`src/mctl_pkg.sv`:
```
// package: constants, encodings and state layout of the two-channel memory controller
package mctl_pkg;
  localparam int MCTL_QD = 4;
  localparam int MCTL_NCH = 2;
  localparam int MCTL_NSLOT = 4;
  localparam int MCTL_DW = 64;
  localparam logic [7:0] MCTL_REG_CTRL = 8'h00;
  localparam logic [7:0] MCTL_REG_SLOT = 8'h04;
  localparam logic [7:0] MCTL_REG_CAP = 8'h08;
  localparam logic [7:0] MCTL_REG_SEED = 8'h0C;
  localparam logic [7:0] MCTL_REG_STAT = 8'h10;
  localparam int MCTL_CTRL_FAST = 0;
  localparam int MCTL_CTRL_2N = 1;
  localparam int MCTL_CTRL_SWAP = 2;
  localparam int MCTL_CTRL_EN = 3;
  localparam int MCTL_CTRL_W = 4;
  localparam int MCTL_SLOT_W = 4;
  localparam int MCTL_SLOT_PRES = 0;
  localparam int MCTL_SLOT_FAST = 1;
  localparam int MCTL_SLOT_LAT = 2;
  localparam int MCTL_CAP_W = 12;
  localparam int MCTL_CAPB_LO = 16;
  localparam int MCTL_IL_BIT = 6;
  localparam int MCTL_COL_LO = 3;
  localparam int MCTL_BANK_LO = 13;
  localparam int MCTL_ROW_LO = 16;
  localparam int MCTL_WORD_LO = 3;
  localparam logic [4:0] MCTL_CL_1066 = 5'h7;
  localparam logic [4:0] MCTL_RCD_1066 = 5'h7;
  localparam logic [4:0] MCTL_RP_1066 = 5'h7;
  localparam logic [4:0] MCTL_CWL_1066 = 5'h6;
  localparam logic [4:0] MCTL_CL_1333 = 5'h9;
  localparam logic [4:0] MCTL_RCD_1333 = 5'h9;
  localparam logic [4:0] MCTL_RP_1333 = 5'h9;
  localparam logic [4:0] MCTL_CWL_1333 = 5'h7;
  localparam logic [4:0] MCTL_ONE = 5'h1;
  localparam logic [19:0] MCTL_MB_PAD = 20'h0;
  localparam logic [20:0] MCTL_SYM_PAD = 21'h0;
  typedef enum logic [2:0] {
    MCTL_CMD_NOP = 3'b000,
    MCTL_CMD_ACT = 3'b001,
    MCTL_CMD_RD = 3'b010,
    MCTL_CMD_WR = 3'b011,
    MCTL_CMD_PRE = 3'b100
  } mctl_cmd_type;
  typedef enum logic [1:0] {
    MCTL_ST_IDLE = 2'b00,
    MCTL_ST_PRE = 2'b01,
    MCTL_ST_ACT = 2'b10,
    MCTL_ST_DATA = 2'b11
  } mctl_st_type;
  typedef struct packed {
    logic [MCTL_CTRL_W-1:0] ctrl;
    logic [MCTL_NSLOT*MCTL_SLOT_W-1:0] slots;
    logic [MCTL_CAP_W-1:0] cap_a;
    logic [MCTL_CAP_W-1:0] cap_b;
    logic [31:0] seed;
    logic [31:0] rdata;
    logic [MCTL_QD-1:0] qv;
    logic [MCTL_QD-1:0] qbusy;
    logic [MCTL_QD-1:0] qwr;
    logic [MCTL_QD-1:0] qch;
    logic [MCTL_QD-1:0][31:0] qoff;
    logic [MCTL_QD-1:0][MCTL_DW-1:0] qdat;
    logic [MCTL_QD-1:0][3:0] qtag;
    logic [MCTL_QD-1:0][MCTL_QD-1:0] qold;
    mctl_st_type [MCTL_NCH-1:0] st;
    logic [MCTL_NCH-1:0][4:0] tmr;
    logic [MCTL_NCH-1:0][1:0] slot;
    logic [MCTL_NCH-1:0] open;
    logic [MCTL_NCH-1:0][18:0] page;
    logic [MCTL_NCH-1:0] hold;
    mctl_cmd_type [MCTL_NCH-1:0] cmd;
    logic [MCTL_NCH-1:0][2:0] bank;
    logic [MCTL_NCH-1:0][15:0] row;
    logic [MCTL_NCH-1:0][9:0] col;
    logic [MCTL_NCH-1:0][MCTL_DW-1:0] dq;
    logic [MCTL_NCH-1:0] oe;
    logic [MCTL_NCH-1:0] rv;
    logic [MCTL_NCH-1:0][MCTL_DW-1:0] rd;
    logic [MCTL_NCH-1:0][3:0] rt;
  } mctl_state_type;
  localparam mctl_state_type MCTL_STATE_RST = '0;
endpackage

```
`src/mctl_two_channel_ctrl.sv`:
```
// two-channel memory controller core: mapping, scheduling, timing and data scrambling
//
// Added by the designer: strobed register access and the address map.
`timescale 1ns/1ps
module mctl_two_channel_ctrl
  import mctl_pkg::*;
(
  input wire logic clk_sys,
  input wire logic rst,
  input wire logic [7:0] reg_addr,
  input wire logic [31:0] reg_wdata,
  input wire logic reg_we,
  input wire logic reg_re,
  output logic [31:0] reg_rdata,
  input wire logic req_valid,
  input wire logic req_write,
  input wire logic [31:0] req_addr,
  input wire logic [MCTL_DW-1:0] req_wdata,
  input wire logic [3:0] req_tag,
  output logic req_ready,
  output logic [MCTL_NCH-1:0] resp_valid,
  output logic [MCTL_NCH-1:0][MCTL_DW-1:0] resp_data,
  output logic [MCTL_NCH-1:0][3:0] resp_tag,
  output logic [MCTL_NCH-1:0][2:0] ch_cmd,
  output logic [MCTL_NCH-1:0][2:0] ch_bank,
  output logic [MCTL_NCH-1:0][15:0] ch_row,
  output logic [MCTL_NCH-1:0][9:0] ch_col,
  output logic [MCTL_NCH-1:0][MCTL_DW-1:0] ch_dq_out,
  output logic [MCTL_NCH-1:0] ch_dq_oe,
  input wire logic [MCTL_NCH-1:0][MCTL_DW-1:0] ch_dq_in
);

  mctl_state_type s_r;
  mctl_state_type s_nxt;
  logic [MCTL_NSLOT-1:0] present;
  logic [MCTL_NCH-1:0] chpop;
  logic [MCTL_NCH-1:0] l2n;
  logic [MCTL_NCH-1:0][1:0] extra;
  logic [MCTL_NCH-1:0][4:0] cl_c;
  logic [MCTL_NCH-1:0][4:0] cwl_c;
  logic [4:0] rcd_c;
  logic [4:0] rp_c;
  logic fast;
  logic single;
  logic single_ch;
  logic swap;
  logic accept;
  logic [1:0] free_i;
  logic free_v;
  logic [32:0] map_r;
  logic [MCTL_QD-1:0] blk;
  logic [MCTL_NCH-1:0][MCTL_QD-1:0] elig;
  logic [MCTL_NCH-1:0][MCTL_QD-1:0] hitv;
  logic [MCTL_NCH-1:0] gnt_v;
  logic [MCTL_NCH-1:0] gnt_hit;
  logic [MCTL_NCH-1:0][1:0] gnt_i;
  logic [MCTL_NCH-1:0][1:0] cur;
  logic [MCTL_NCH-1:0][MCTL_DW-1:0] key;
  logic [MCTL_NCH-1:0] wr_ahead;

  // xorshift of seed and channel offset; reads recompute it from the stored offset
  function automatic logic [63:0] mctl_key(input logic [31:0] seed, input logic [31:0] off);
    logic [63:0] x;
    x = {seed ^ off, off ^ ~seed};
    x = x ^ (x << 13);
    x = x ^ (x >> 7);
    x = x ^ (x << 17);
    return x;
  endfunction

  // returns {channel, channel offset}; row and column use fixed bits whatever the density
  function automatic logic [32:0] mctl_map(input logic [31:0] a, input logic sg,
      input logic sgc, input logic sw, input logic [MCTL_CAP_W-1:0] cb);
    logic [32:0] r;
    if (sg) begin
      r = {sgc, a};
    end else if ({1'b0, a} < {cb, MCTL_SYM_PAD}) begin
      r = {a[MCTL_IL_BIT] ^ sw, 1'b0, a[31:MCTL_IL_BIT+1], a[MCTL_IL_BIT-1:0]};
    end else begin
      r = {sw, a - {cb, MCTL_MB_PAD}};
    end
    return r;
  endfunction

  always_comb begin
    fast = s_r.ctrl[MCTL_CTRL_FAST];
    for (int k = 0; k < MCTL_NSLOT; k++) begin
      present[k] = s_r.slots[k*MCTL_SLOT_W+MCTL_SLOT_PRES];
      if (present[k] && !s_r.slots[k*MCTL_SLOT_W+MCTL_SLOT_FAST]) begin
        fast = 1'b0;
      end
    end
    rcd_c = fast ? MCTL_RCD_1333 : MCTL_RCD_1066;
    rp_c = fast ? MCTL_RP_1333 : MCTL_RP_1066;
    for (int c = 0; c < MCTL_NCH; c++) begin
      chpop[c] = present[2*c] | present[2*c+1];
      l2n[c] = s_r.ctrl[MCTL_CTRL_2N] | (present[2*c] & present[2*c+1]);
      extra[c] = '0;
      for (int k = 2*c; k < 2*c+2; k++) begin
        if (present[k] && s_r.slots[k*MCTL_SLOT_W+MCTL_SLOT_LAT +: 2] > extra[c]) begin
          extra[c] = s_r.slots[k*MCTL_SLOT_W+MCTL_SLOT_LAT +: 2];
        end
      end
      cl_c[c] = (fast ? MCTL_CL_1333 : MCTL_CL_1066) + {3'b000, extra[c]};
      cwl_c[c] = (fast ? MCTL_CWL_1333 : MCTL_CWL_1066) + {3'b000, extra[c]};
    end
  end

  // dual organisation only once both channels hold a module
  assign single = chpop != 2'b11;
  assign single_ch = chpop[1] & ~chpop[0];
  assign swap = s_r.ctrl[MCTL_CTRL_SWAP];
  assign map_r = mctl_map(req_addr, single, single_ch, swap, s_r.cap_b);

  always_comb begin
    free_v = 1'b0;
    free_i = '0;
    for (int i = MCTL_QD-1; i >= 0; i--) begin
      if (!s_r.qv[i]) begin
        free_v = 1'b1;
        free_i = 2'(i);
      end
    end
  end

  assign req_ready = free_v & s_r.ctrl[MCTL_CTRL_EN];
  assign accept = req_valid & req_ready;

  always_comb begin
    for (int i = 0; i < MCTL_QD; i++) begin
      blk[i] = 1'b0;
      for (int j = 0; j < MCTL_QD; j++) begin
        if (s_r.qold[i][j] && s_r.qv[j] && s_r.qch[i] == s_r.qch[j] &&
            s_r.qoff[i][31:MCTL_WORD_LO] == s_r.qoff[j][31:MCTL_WORD_LO] &&
            (s_r.qwr[i] || s_r.qwr[j])) begin
          blk[i] = 1'b1;
        end
      end
    end
    for (int c = 0; c < MCTL_NCH; c++) begin
      gnt_v[c] = 1'b0;
      gnt_hit[c] = 1'b0;
      gnt_i[c] = '0;
      cur[c] = s_r.slot[c];
      key[c] = mctl_key(s_r.seed, s_r.qoff[cur[c]]);
      for (int i = 0; i < MCTL_QD; i++) begin
        elig[c][i] = s_r.qv[i] & ~s_r.qbusy[i] & (s_r.qch[i] == c[0]) & ~blk[i];
        hitv[c][i] = elig[c][i] & s_r.open[c] &
                     (s_r.qoff[i][31:MCTL_BANK_LO] == s_r.page[c]);
      end
      for (int i = 0; i < MCTL_QD; i++) begin
        if (hitv[c][i] && !gnt_hit[c]) begin
          gnt_v[c] = 1'b1;
          gnt_hit[c] = 1'b1;
          gnt_i[c] = 2'(i);
        end
      end
      if (!gnt_hit[c]) begin
        for (int i = 0; i < MCTL_QD; i++) begin
          if (elig[c][i] && !(|(elig[c] & s_r.qold[i]))) begin
            gnt_v[c] = 1'b1;
            gnt_i[c] = 2'(i);
          end
        end
      end
    end
  end

  // older write still queued for the word a channel works on; kept apart from the grant logic
  always_comb begin
    for (int c = 0; c < MCTL_NCH; c++) begin
      wr_ahead[c] = 1'b0;
      for (int j = 0; j < MCTL_QD; j++) begin
        if (s_r.qold[cur[c]][j] && s_r.qv[j] && s_r.qwr[j] &&
            s_r.qch[j] == s_r.qch[cur[c]] &&
            s_r.qoff[j][31:MCTL_WORD_LO] == s_r.qoff[cur[c]][31:MCTL_WORD_LO]) begin
          wr_ahead[c] = 1'b1;
        end
      end
    end
  end

  always_comb begin
    s_nxt = s_r;
    s_nxt.rdata = '0;
    s_nxt.oe = '0;
    s_nxt.rv = '0;
    if (reg_we) begin
      if (reg_addr == MCTL_REG_CTRL) begin
        s_nxt.ctrl = reg_wdata[MCTL_CTRL_W-1:0];
      end else if (reg_addr == MCTL_REG_SLOT) begin
        s_nxt.slots = reg_wdata[MCTL_NSLOT*MCTL_SLOT_W-1:0];
      end else if (reg_addr == MCTL_REG_CAP) begin
        s_nxt.cap_a = reg_wdata[MCTL_CAP_W-1:0];
        s_nxt.cap_b = reg_wdata[MCTL_CAPB_LO +: MCTL_CAP_W];
      end else if (reg_addr == MCTL_REG_SEED) begin
        s_nxt.seed = reg_wdata;
      end
    end
    if (reg_re) begin
      if (reg_addr == MCTL_REG_CTRL) begin
        s_nxt.rdata = {28'h0, s_r.ctrl};
      end else if (reg_addr == MCTL_REG_SLOT) begin
        s_nxt.rdata = {16'h0, s_r.slots};
      end else if (reg_addr == MCTL_REG_CAP) begin
        s_nxt.rdata = {4'h0, s_r.cap_b, 4'h0, s_r.cap_a};
      end else if (reg_addr == MCTL_REG_SEED) begin
        s_nxt.rdata = s_r.seed;
      end else if (reg_addr == MCTL_REG_STAT) begin
        // capacity error flags a software slip; hardware keeps running regardless
        s_nxt.rdata = {20'h0, s_r.qv, chpop, s_r.cap_a < s_r.cap_b,
                       ~single & (s_r.cap_a == s_r.cap_b), single, l2n, fast};
      end
    end
    // channels run apart: one may launch while the other waits for data
    for (int c = 0; c < MCTL_NCH; c++) begin
      s_nxt.cmd[c] = MCTL_CMD_NOP;
      case (s_r.st[c])
        MCTL_ST_IDLE: begin
          if (gnt_v[c] && !s_r.hold[c]) begin
            s_nxt.qbusy[gnt_i[c]] = 1'b1;
            s_nxt.slot[c] = gnt_i[c];
            s_nxt.tmr[c] = '0;
            if (gnt_hit[c]) begin
              s_nxt.st[c] = MCTL_ST_ACT;
            end else if (s_r.open[c]) begin
              s_nxt.cmd[c] = MCTL_CMD_PRE;
              s_nxt.bank[c] = s_r.page[c][2:0];
              s_nxt.open[c] = 1'b0;
              s_nxt.tmr[c] = rp_c - MCTL_ONE;
              s_nxt.st[c] = MCTL_ST_PRE;
            end else begin
              s_nxt.st[c] = MCTL_ST_PRE;
            end
          end
        end
        MCTL_ST_PRE: begin
          if (s_r.tmr[c] != '0) begin
            s_nxt.tmr[c] = s_r.tmr[c] - MCTL_ONE;
          end else if (!s_r.hold[c]) begin
            s_nxt.cmd[c] = MCTL_CMD_ACT;
            s_nxt.bank[c] = s_r.qoff[cur[c]][MCTL_BANK_LO +: 3];
            s_nxt.row[c] = s_r.qoff[cur[c]][MCTL_ROW_LO +: 16];
            s_nxt.open[c] = 1'b1;
            s_nxt.page[c] = s_r.qoff[cur[c]][31:MCTL_BANK_LO];
            s_nxt.tmr[c] = rcd_c - MCTL_ONE;
            s_nxt.st[c] = MCTL_ST_ACT;
          end
        end
        MCTL_ST_ACT: begin
          if (s_r.tmr[c] != '0) begin
            s_nxt.tmr[c] = s_r.tmr[c] - MCTL_ONE;
          end else if (!s_r.hold[c]) begin
            s_nxt.cmd[c] = s_r.qwr[cur[c]] ? MCTL_CMD_WR : MCTL_CMD_RD;
            s_nxt.bank[c] = s_r.qoff[cur[c]][MCTL_BANK_LO +: 3];
            s_nxt.col[c] = s_r.qoff[cur[c]][MCTL_COL_LO +: 10];
            s_nxt.tmr[c] = (s_r.qwr[cur[c]] ? cwl_c[c] : cl_c[c]) - MCTL_ONE;
            s_nxt.st[c] = MCTL_ST_DATA;
          end
        end
        default: begin
          if (s_r.tmr[c] != '0) begin
            s_nxt.tmr[c] = s_r.tmr[c] - MCTL_ONE;
          end else begin
            if (s_r.qwr[cur[c]]) begin
              s_nxt.dq[c] = s_r.qdat[cur[c]] ^ key[c];
              s_nxt.oe[c] = 1'b1;
            end else begin
              s_nxt.rd[c] = ch_dq_in[c] ^ key[c];
              s_nxt.rt[c] = s_r.qtag[cur[c]];
              s_nxt.rv[c] = 1'b1;
            end
            s_nxt.qv[cur[c]] = 1'b0;
            s_nxt.qbusy[cur[c]] = 1'b0;
            for (int k = 0; k < MCTL_QD; k++) begin
              s_nxt.qold[k][cur[c]] = 1'b0;
            end
            s_nxt.st[c] = MCTL_ST_IDLE;
          end
        end
      endcase
      // second-clock launch: a command blocks the very next cycle
      s_nxt.hold[c] = (s_nxt.cmd[c] != MCTL_CMD_NOP) & l2n[c];
    end
    if (accept) begin
      s_nxt.qv[free_i] = 1'b1;
      s_nxt.qbusy[free_i] = 1'b0;
      s_nxt.qwr[free_i] = req_write;
      s_nxt.qch[free_i] = map_r[32];
      s_nxt.qoff[free_i] = map_r[31:0];
      s_nxt.qdat[free_i] = req_wdata;
      s_nxt.qtag[free_i] = req_tag;
      s_nxt.qold[free_i] = s_nxt.qv & ~(MCTL_QD'(1) << free_i);
    end
  end

  always_ff @(posedge clk_sys) begin
    if (rst) begin
      s_r <= MCTL_STATE_RST;
    end else begin
      s_r <= s_nxt;
    end
  end

  assign reg_rdata = s_r.rdata;
  assign resp_valid = s_r.rv;
  assign resp_data = s_r.rd;
  assign resp_tag = s_r.rt;
  assign ch_cmd = s_r.cmd;
  assign ch_bank = s_r.bank;
  assign ch_row = s_r.row;
  assign ch_col = s_r.col;
  assign ch_dq_out = s_r.dq;
  assign ch_dq_oe = s_r.oe;

  for (genvar g = 0; g < MCTL_NCH; g++) begin : g_chk

  end
endmodule

```
`config.mk`:
```
export PLATFORM = sky130hd
export DESIGN_NAME = mctl_two_channel_ctrl
export DESIGN_NICKNAME = d
export VERILOG_FILES = /design/src/mctl_pkg.sv /design/src/mctl_two_channel_ctrl.sv
export SDC_FILE = /design/constraint.sdc
export NUM_CORES = 2
export LEC_CHECK = 0
export BUFFER_PORTS_ARGS = -buffer_cell sky130_fd_sc_hd__buf_2
export CORE_MARGIN = 2
export CORE_UTILIZATION = 57
export CTS_BUF_LIST = sky130_fd_sc_hd__clkbuf_16
export CTS_CLUSTER_SIZE = 30
export DETAILED_ROUTE_END_ITERATION = 10
export GPL_ROUTABILITY_DRIVEN = 0
export GPL_TIMING_DRIVEN = 0
export PLACE_DENSITY = 0.79
export REMOVE_ABC_BUFFERS = 1
export SYNTH_ARGS = -nofsm -noshare
export SYNTH_HDL_FRONTEND = slang
export SYNTH_SLANG_ARGS = --single-unit
```
`constraint.sdc`:
```
create_clock -name clk_sys -period 5.1 [get_ports clk_sys]
set_clock_uncertainty 0.15 [all_clocks]
set_input_delay 0.51 -clock clk_sys [delete_from_list [all_inputs] [get_ports clk_sys]]
set_output_delay 0.51 -clock clk_sys [all_outputs]
set_load 0.1 [all_outputs]
```
==> impl_metrics.prom <==
# TYPE chip_impl_metric gauge
chip_impl_info{name="run_status",value="complete, but fails checks"} 1
chip_impl_info{name="failed_checks",value="design-rule violations"} 1
chip_impl_metric{name="die_height",unit="microns"} 304
chip_impl_metric{name="synth_cell_type_count",unit=""} 83
chip_impl_info{name="ctsRootBufferMaster",value="sky130_fd_sc_hd__clkbuf_16"} 1
chip_impl_metric{name="power.share.combinational",unit="%"} 11.6
chip_impl_metric{name="share_seq_of_total_power",unit="%"} 43.8
chip_impl_metric{name="ys_warn_count",unit=""} 0
chip_impl_metric{name="nets",unit=""} 6560
chip_impl_metric{name="detailroute.wirelength.met2",unit="mm"} 84.4
chip_impl_metric{name="core.rowCount",unit=""} 110
chip_impl_metric{name="number_of_failing_hold_endpoints_at_the_final_stage",unit=""} 0
chip_impl_metric{name="cp.arrival",unit="ns"} 5.54
chip_impl_metric{name="drive_gt1_share",unit="%"} 18.0
chip_impl_metric{name="fillerInstances",unit=""} 7015
chip_impl_metric{name="net-switching-power",unit="mW"} 4.54
chip_impl_info{name="crit_path_frequent_cell",value="sky130_fd_sc_hd__xnor2_1"} 1
chip_impl_metric{name="drt-wirelength-per-cell",unit="microns"} 25.9
chip_impl_metric{name="post_synth_inst_count",unit=""} 6070
chip_impl_info{name="reg2reg_from",value="cur[0]"} 1
chip_impl_metric{name="timing.final.crit_share",unit="%"} 99.8
chip_impl_metric{name="area_fraction_in_compound_gates_after_synthesis",unit="%"} 12.7
chip_impl_metric{name="core",unit="sq um"} 89700
chip_impl_metric{name="drc",unit=""} 2
chip_impl_info{name="main_combinational_cell_family_by_area_after_synthesis",value="simple AND/OR/NAND/NOR gates"} 1
chip_impl_metric{name="syn_avg_cell_area",unit="sq um"} 8.47
chip_impl_metric{name="final_antenna_net_count",unit=""} 0
chip_impl_metric{name="grt_antenna_before_repair",unit=""} 19
chip_impl_metric{name="finalCriticalPeriod",unit="ns"} 5.09
chip_impl_metric{name="grt_overflow",unit=""} 0
chip_impl_metric{name="routed_via_density",unit=""} 6.36
chip_impl_metric{name="cellInternalPower",unit="mW"} 11.8
chip_impl_metric{name="tritoncts.num_buffers",unit=""} 98
chip_impl_metric{name="grt_start_max_net_pins",unit=""} 153
chip_impl_metric{name="max_cap_violation_count",unit=""} 0
chip_impl_metric{name="route.vias.total",unit=""} 47733
chip_impl_metric{name="setup_fix_bufs_post_cts",unit=""} 0
chip_impl_metric{name="synth-edff-count",unit=""} 0
chip_impl_metric{name="layout.cell_area.non_filler",unit="sq um"} 58300
chip_impl_metric{name="slew_headroom",unit="%"} 1.97
chip_impl_metric{name="post_layout_nonfiller_instances",unit=""} 7502
chip_impl_info{name="path_class",value="reg -> reg"} 1
chip_impl_metric{name="max_clock_freq",unit="MHz"} 196
chip_impl_metric{name="htreeDepth",unit=""} 3
chip_impl_info{name="crit_path_cell_trace",value="buf_16 -> mux4_2 -> xnor2_1 -> xnor2_1 -> xnor2_1 -> xnor2_1 -> xor2_1 -> a211oi_1"} 1
chip_impl_metric{name="share_clk_of_total_power",unit="%"} 44.7
chip_impl_info{name="hp-class",value="in -> reg"} 1
chip_impl_info{name="cp_top_family",value="XOR/XNOR gates"} 1
chip_impl_metric{name="buffer_ports.inserted",unit=""} 638
chip_impl_info{name="worstSetupStartpointType",value="register"} 1
chip_impl_info{name="worst_hold_startpoint",value="ch_dq_in[12]"} 1
chip_impl_metric{name="grt_pass1_vias",unit=""} 45626
chip_impl_metric{name="worst_ep_required_time",unit="ns"} 5.55
chip_impl_metric{name="final_max_slew_viol_count",unit=""} 0
chip_impl_metric{name="drt_wl_total",unit="mm"} 194
chip_impl_metric{name="floorplan.initialDensity",unit="%"} 57.3
chip_impl_metric{name="setup-violations-final",unit=""} 0
chip_impl_metric{name="synth_simple_gate_area_share",unit="%"} 15.7
chip_impl_info{name="timing.critical_path.from",value="cur[0]"} 1
chip_impl_metric{name="dieWidth",unit="microns"} 304
chip_impl_metric{name="clk_latency",unit="ns"} 0.72
chip_impl_metric{name="critPathBufInv",unit=""} 1
chip_impl_metric{name="die_area",unit="sq um"} 92600
chip_impl_metric{name="syn_area",unit="sq um"} 51400
chip_impl_metric{name="drt_pre_antenna_iters",unit=""} 11
chip_impl_metric{name="synthAdderAreaFrac",unit="%"} 1.50
chip_impl_metric{name="synth_seq_cells",unit=""} 900
chip_impl_metric{name="muxShareOfSynthArea",unit="%"} 9.84
chip_impl_metric{name="route.layer.met1.wl",unit="mm"} 66.5
chip_impl_metric{name="io_pins",unit=""} 639
chip_impl_metric{name="synth_area_in_xor_xnor",unit="%"} 15.6
chip_impl_metric{name="met3_length",unit="mm"} 26.0
chip_impl_metric{name="worst_path_max_stage_delay",unit="ns"} 1.07
chip_impl_info{name="highest_layer",value="met5"} 1
chip_impl_metric{name="global_route_wire_length_before_repair",unit="mm"} 285
chip_impl_metric{name="drt_iter0_drc",unit=""} 6930
chip_impl_metric{name="yosysSeqAreaShare",unit="%"} 35.0
chip_impl_metric{name="worstMarginPinSlew",unit="ns"} 1.46
chip_impl_info{name="critical_path.endpoint_type",value="register"} 1
chip_impl_metric{name="power.density",unit="nW/um^2"} 280
chip_impl_metric{name="placement.cell_area",unit="sq um"} 52700
chip_impl_metric{name="crit_path_max_fanout",unit=""} 38
chip_impl_metric{name="clk_path_buf_depth",unit=""} 3
chip_impl_info{name="cts_tree",value="done"} 1
chip_impl_metric{name="cts.reportedPaths.clkPinSlew",unit="ns"} 0.07
chip_impl_metric{name="vdd_drop_max",unit="V"} 0.000338
chip_impl_info{name="synth_ff_type",value="sky130_fd_sc_hd__dfxtp_1"} 1
chip_impl_metric{name="total_power",unit="mW"} 16.3
chip_impl_metric{name="hold-worst-slack",unit="ns"} 0.0162
chip_impl_info{name="cpMaxStageDelayCell",value="sky130_fd_sc_hd__xnor2_1"} 1
chip_impl_metric{name="switching_fraction",unit="%"} 27.8
chip_impl_metric{name="async_set_or_reset_flop_fraction_in_the_synthesized_netlist",unit="%"} 0
chip_impl_metric{name="number_of_placed_cells_counting_well_taps",unit=""} 7090
chip_impl_metric{name="grt_util_all_layers",unit="%"} 40.5
chip_impl_metric{name="place.detailed.hpwl",unit="mm"} 136
chip_impl_metric{name="flow.area_growth_from_synthesis",unit="%"} 13.4
chip_impl_metric{name="power.static_leakage",unit="nW"} 23.2
chip_impl_metric{name="cts_sinks",unit=""} 900
[layout make-up]
cell class / count / area (sq um) / area share, %
multi-input combinational: 4251 / 28700 / 49.2
inverter: 63 / 239 / 0.410
antenna: 17 / 42.5 / 0.0730
clock inverter: 82 / 767 / 1.32
timing repair buffer: 912 / 6510 / 11.2
clock buffer: 101 / 2530 / 4.34
sequential: 900 / 18000 / 30.9
tap: 1176 / 1470 / 2.52
[routing by layer]
layer	up-vias	GRT usage (%)
met5	-	0
met4	18	28.6
met3	1100	14.8
met2	3600	62.5
met1	22552	46.8
li1	20463	-
[path summary, 6_finish.rpt]
kind                         to  slack, ns  cells after the start
setup / recovery  ch_dq_out[47]      0.008                      8
setup reg to reg  ch_dq_out[47]      0.008                      8
hold reg to reg   ch_dq_out[51]       0.30                      2
hold / removal    resp_data[12]       0.02                      3
[what timing repair did]
action                     in CTS  in global routing
hold buffers                  211                  0
hold endpoints to repair      481                  0
resized for setup               7                 10
setup endpoints to repair      14                 31
[Yosys cell counts (42+ instances only)]
master                     count  area, sq um
sky130_fd_sc_hd__nor2_1      265          995
sky130_fd_sc_hd__clkbuf_1    360         1350
sky130_fd_sc_hd__buf_2        97          485
sky130_fd_sc_hd__a211oi_1    123          923
sky130_fd_sc_hd__inv_1        59          221
sky130_fd_sc_hd__xor2_1      517         4530
sky130_fd_sc_hd__ha_1         57          713
sky130_fd_sc_hd__nor4_1       69          432
sky130_fd_sc_hd__mux4_2      202         4550
sky130_fd_sc_hd__a21oi_1     729         3650
sky130_fd_sc_hd__xnor2_1     393         3440
sky130_fd_sc_hd__nor3_1       58          290
sky130_fd_sc_hd__nand2_1    1268         4760
sky130_fd_sc_hd__nand3_1      67          335
sky130_fd_sc_hd__buf_4       371         2790
sky130_fd_sc_hd__mux2i_1      42          420
sky130_fd_sc_hd__dfxtp_1     900        18000
sky130_fd_sc_hd__o21ai_0     118          591
[stage by stage]
step                worst slack [ns]  utilization (%)   TNS (ns)
finish                       0.00768             65.0          0
global route               -0.000782             64.9  -0.000782
CTS                          0.00570             64.8          0
detailed placement            -0.368             58.7      -1.33
global placement              -14.82             57.2   -7317.24
floorplan                      -3.23                -   -1008.13
[layout by cell type (no fill, tap or decap), types with 10 or more instances in the layout]
cell                            instances
sky130_fd_sc_hd__nand4_1               41
sky130_fd_sc_hd__xnor2_1              377
sky130_fd_sc_hd__a21oi_1              729
sky130_fd_sc_hd__bufinv_16             10
sky130_fd_sc_hd__mux4_2               202
sky130_fd_sc_hd__clkbuf_16            101
sky130_fd_sc_hd__nor2_1               258
sky130_fd_sc_hd__nor3_1                54
sky130_fd_sc_hd__clkinv_1              17
sky130_fd_sc_hd__dfxtp_1              896
sky130_fd_sc_hd__o41ai_1               24
sky130_fd_sc_hd__o21a_1                12
sky130_fd_sc_hd__dlygate4sd3_1        211
sky130_fd_sc_hd__buf_16                21
sky130_fd_sc_hd__mux2i_1               42
sky130_fd_sc_hd__o31ai_1               21
sky130_fd_sc_hd__nand3_1               62
sky130_fd_sc_hd__or3_1                 14
sky130_fd_sc_hd__buf_6                 18
sky130_fd_sc_hd__buf_2                637
sky130_fd_sc_hd__diode_2               17
sky130_fd_sc_hd__nor4_1                69
sky130_fd_sc_hd__inv_1                 79
sky130_fd_sc_hd__nand2b_1              10
sky130_fd_sc_hd__ha_1                  57
sky130_fd_sc_hd__xnor2_2               19
sky130_fd_sc_hd__o21ai_0              118
sky130_fd_sc_hd__nand2_1             1268
sky130_fd_sc_hd__nor2b_1               14
sky130_fd_sc_hd__xor2_1               514
sky130_fd_sc_hd__and2_1                16
sky130_fd_sc_hd__clkinv_2              18
sky130_fd_sc_hd__buf_12                16
sky130_fd_sc_hd__a211oi_1             123
sky130_fd_sc_hd__and3_1                20
[tightest hold or removal path: cells and delay by family]
| family | cells | cell delay, ns |
|---|---|---|
| buffers and inverters | 1 | 0.08 |
| AO/OA/AOI/OAI | 1 | 0.09 |
| XOR/XNOR | 1 | 0.14 |
[power groups by stage]
stage,sequential [mW],clock (mW),combinational [mW]
global route,7.15,7.59,2.01
CTS,7.15,7.29,1.83
global placement,7.30,0,1.62
detailed placement,7.30,0,1.69
finish,7.15,7.29,1.89
floorplan,7.56,0,0.777
[cells by family after synthesis]
kind of cell,Yosys count
muxes,252
xor gates and xnor gates,913
DFF,900
buffers and inverters,919
and+or+nand+nor,1901
AOI/OAI and AO/OA,1125
adders and majority gates,60
(Power assumes the default switching activity.)
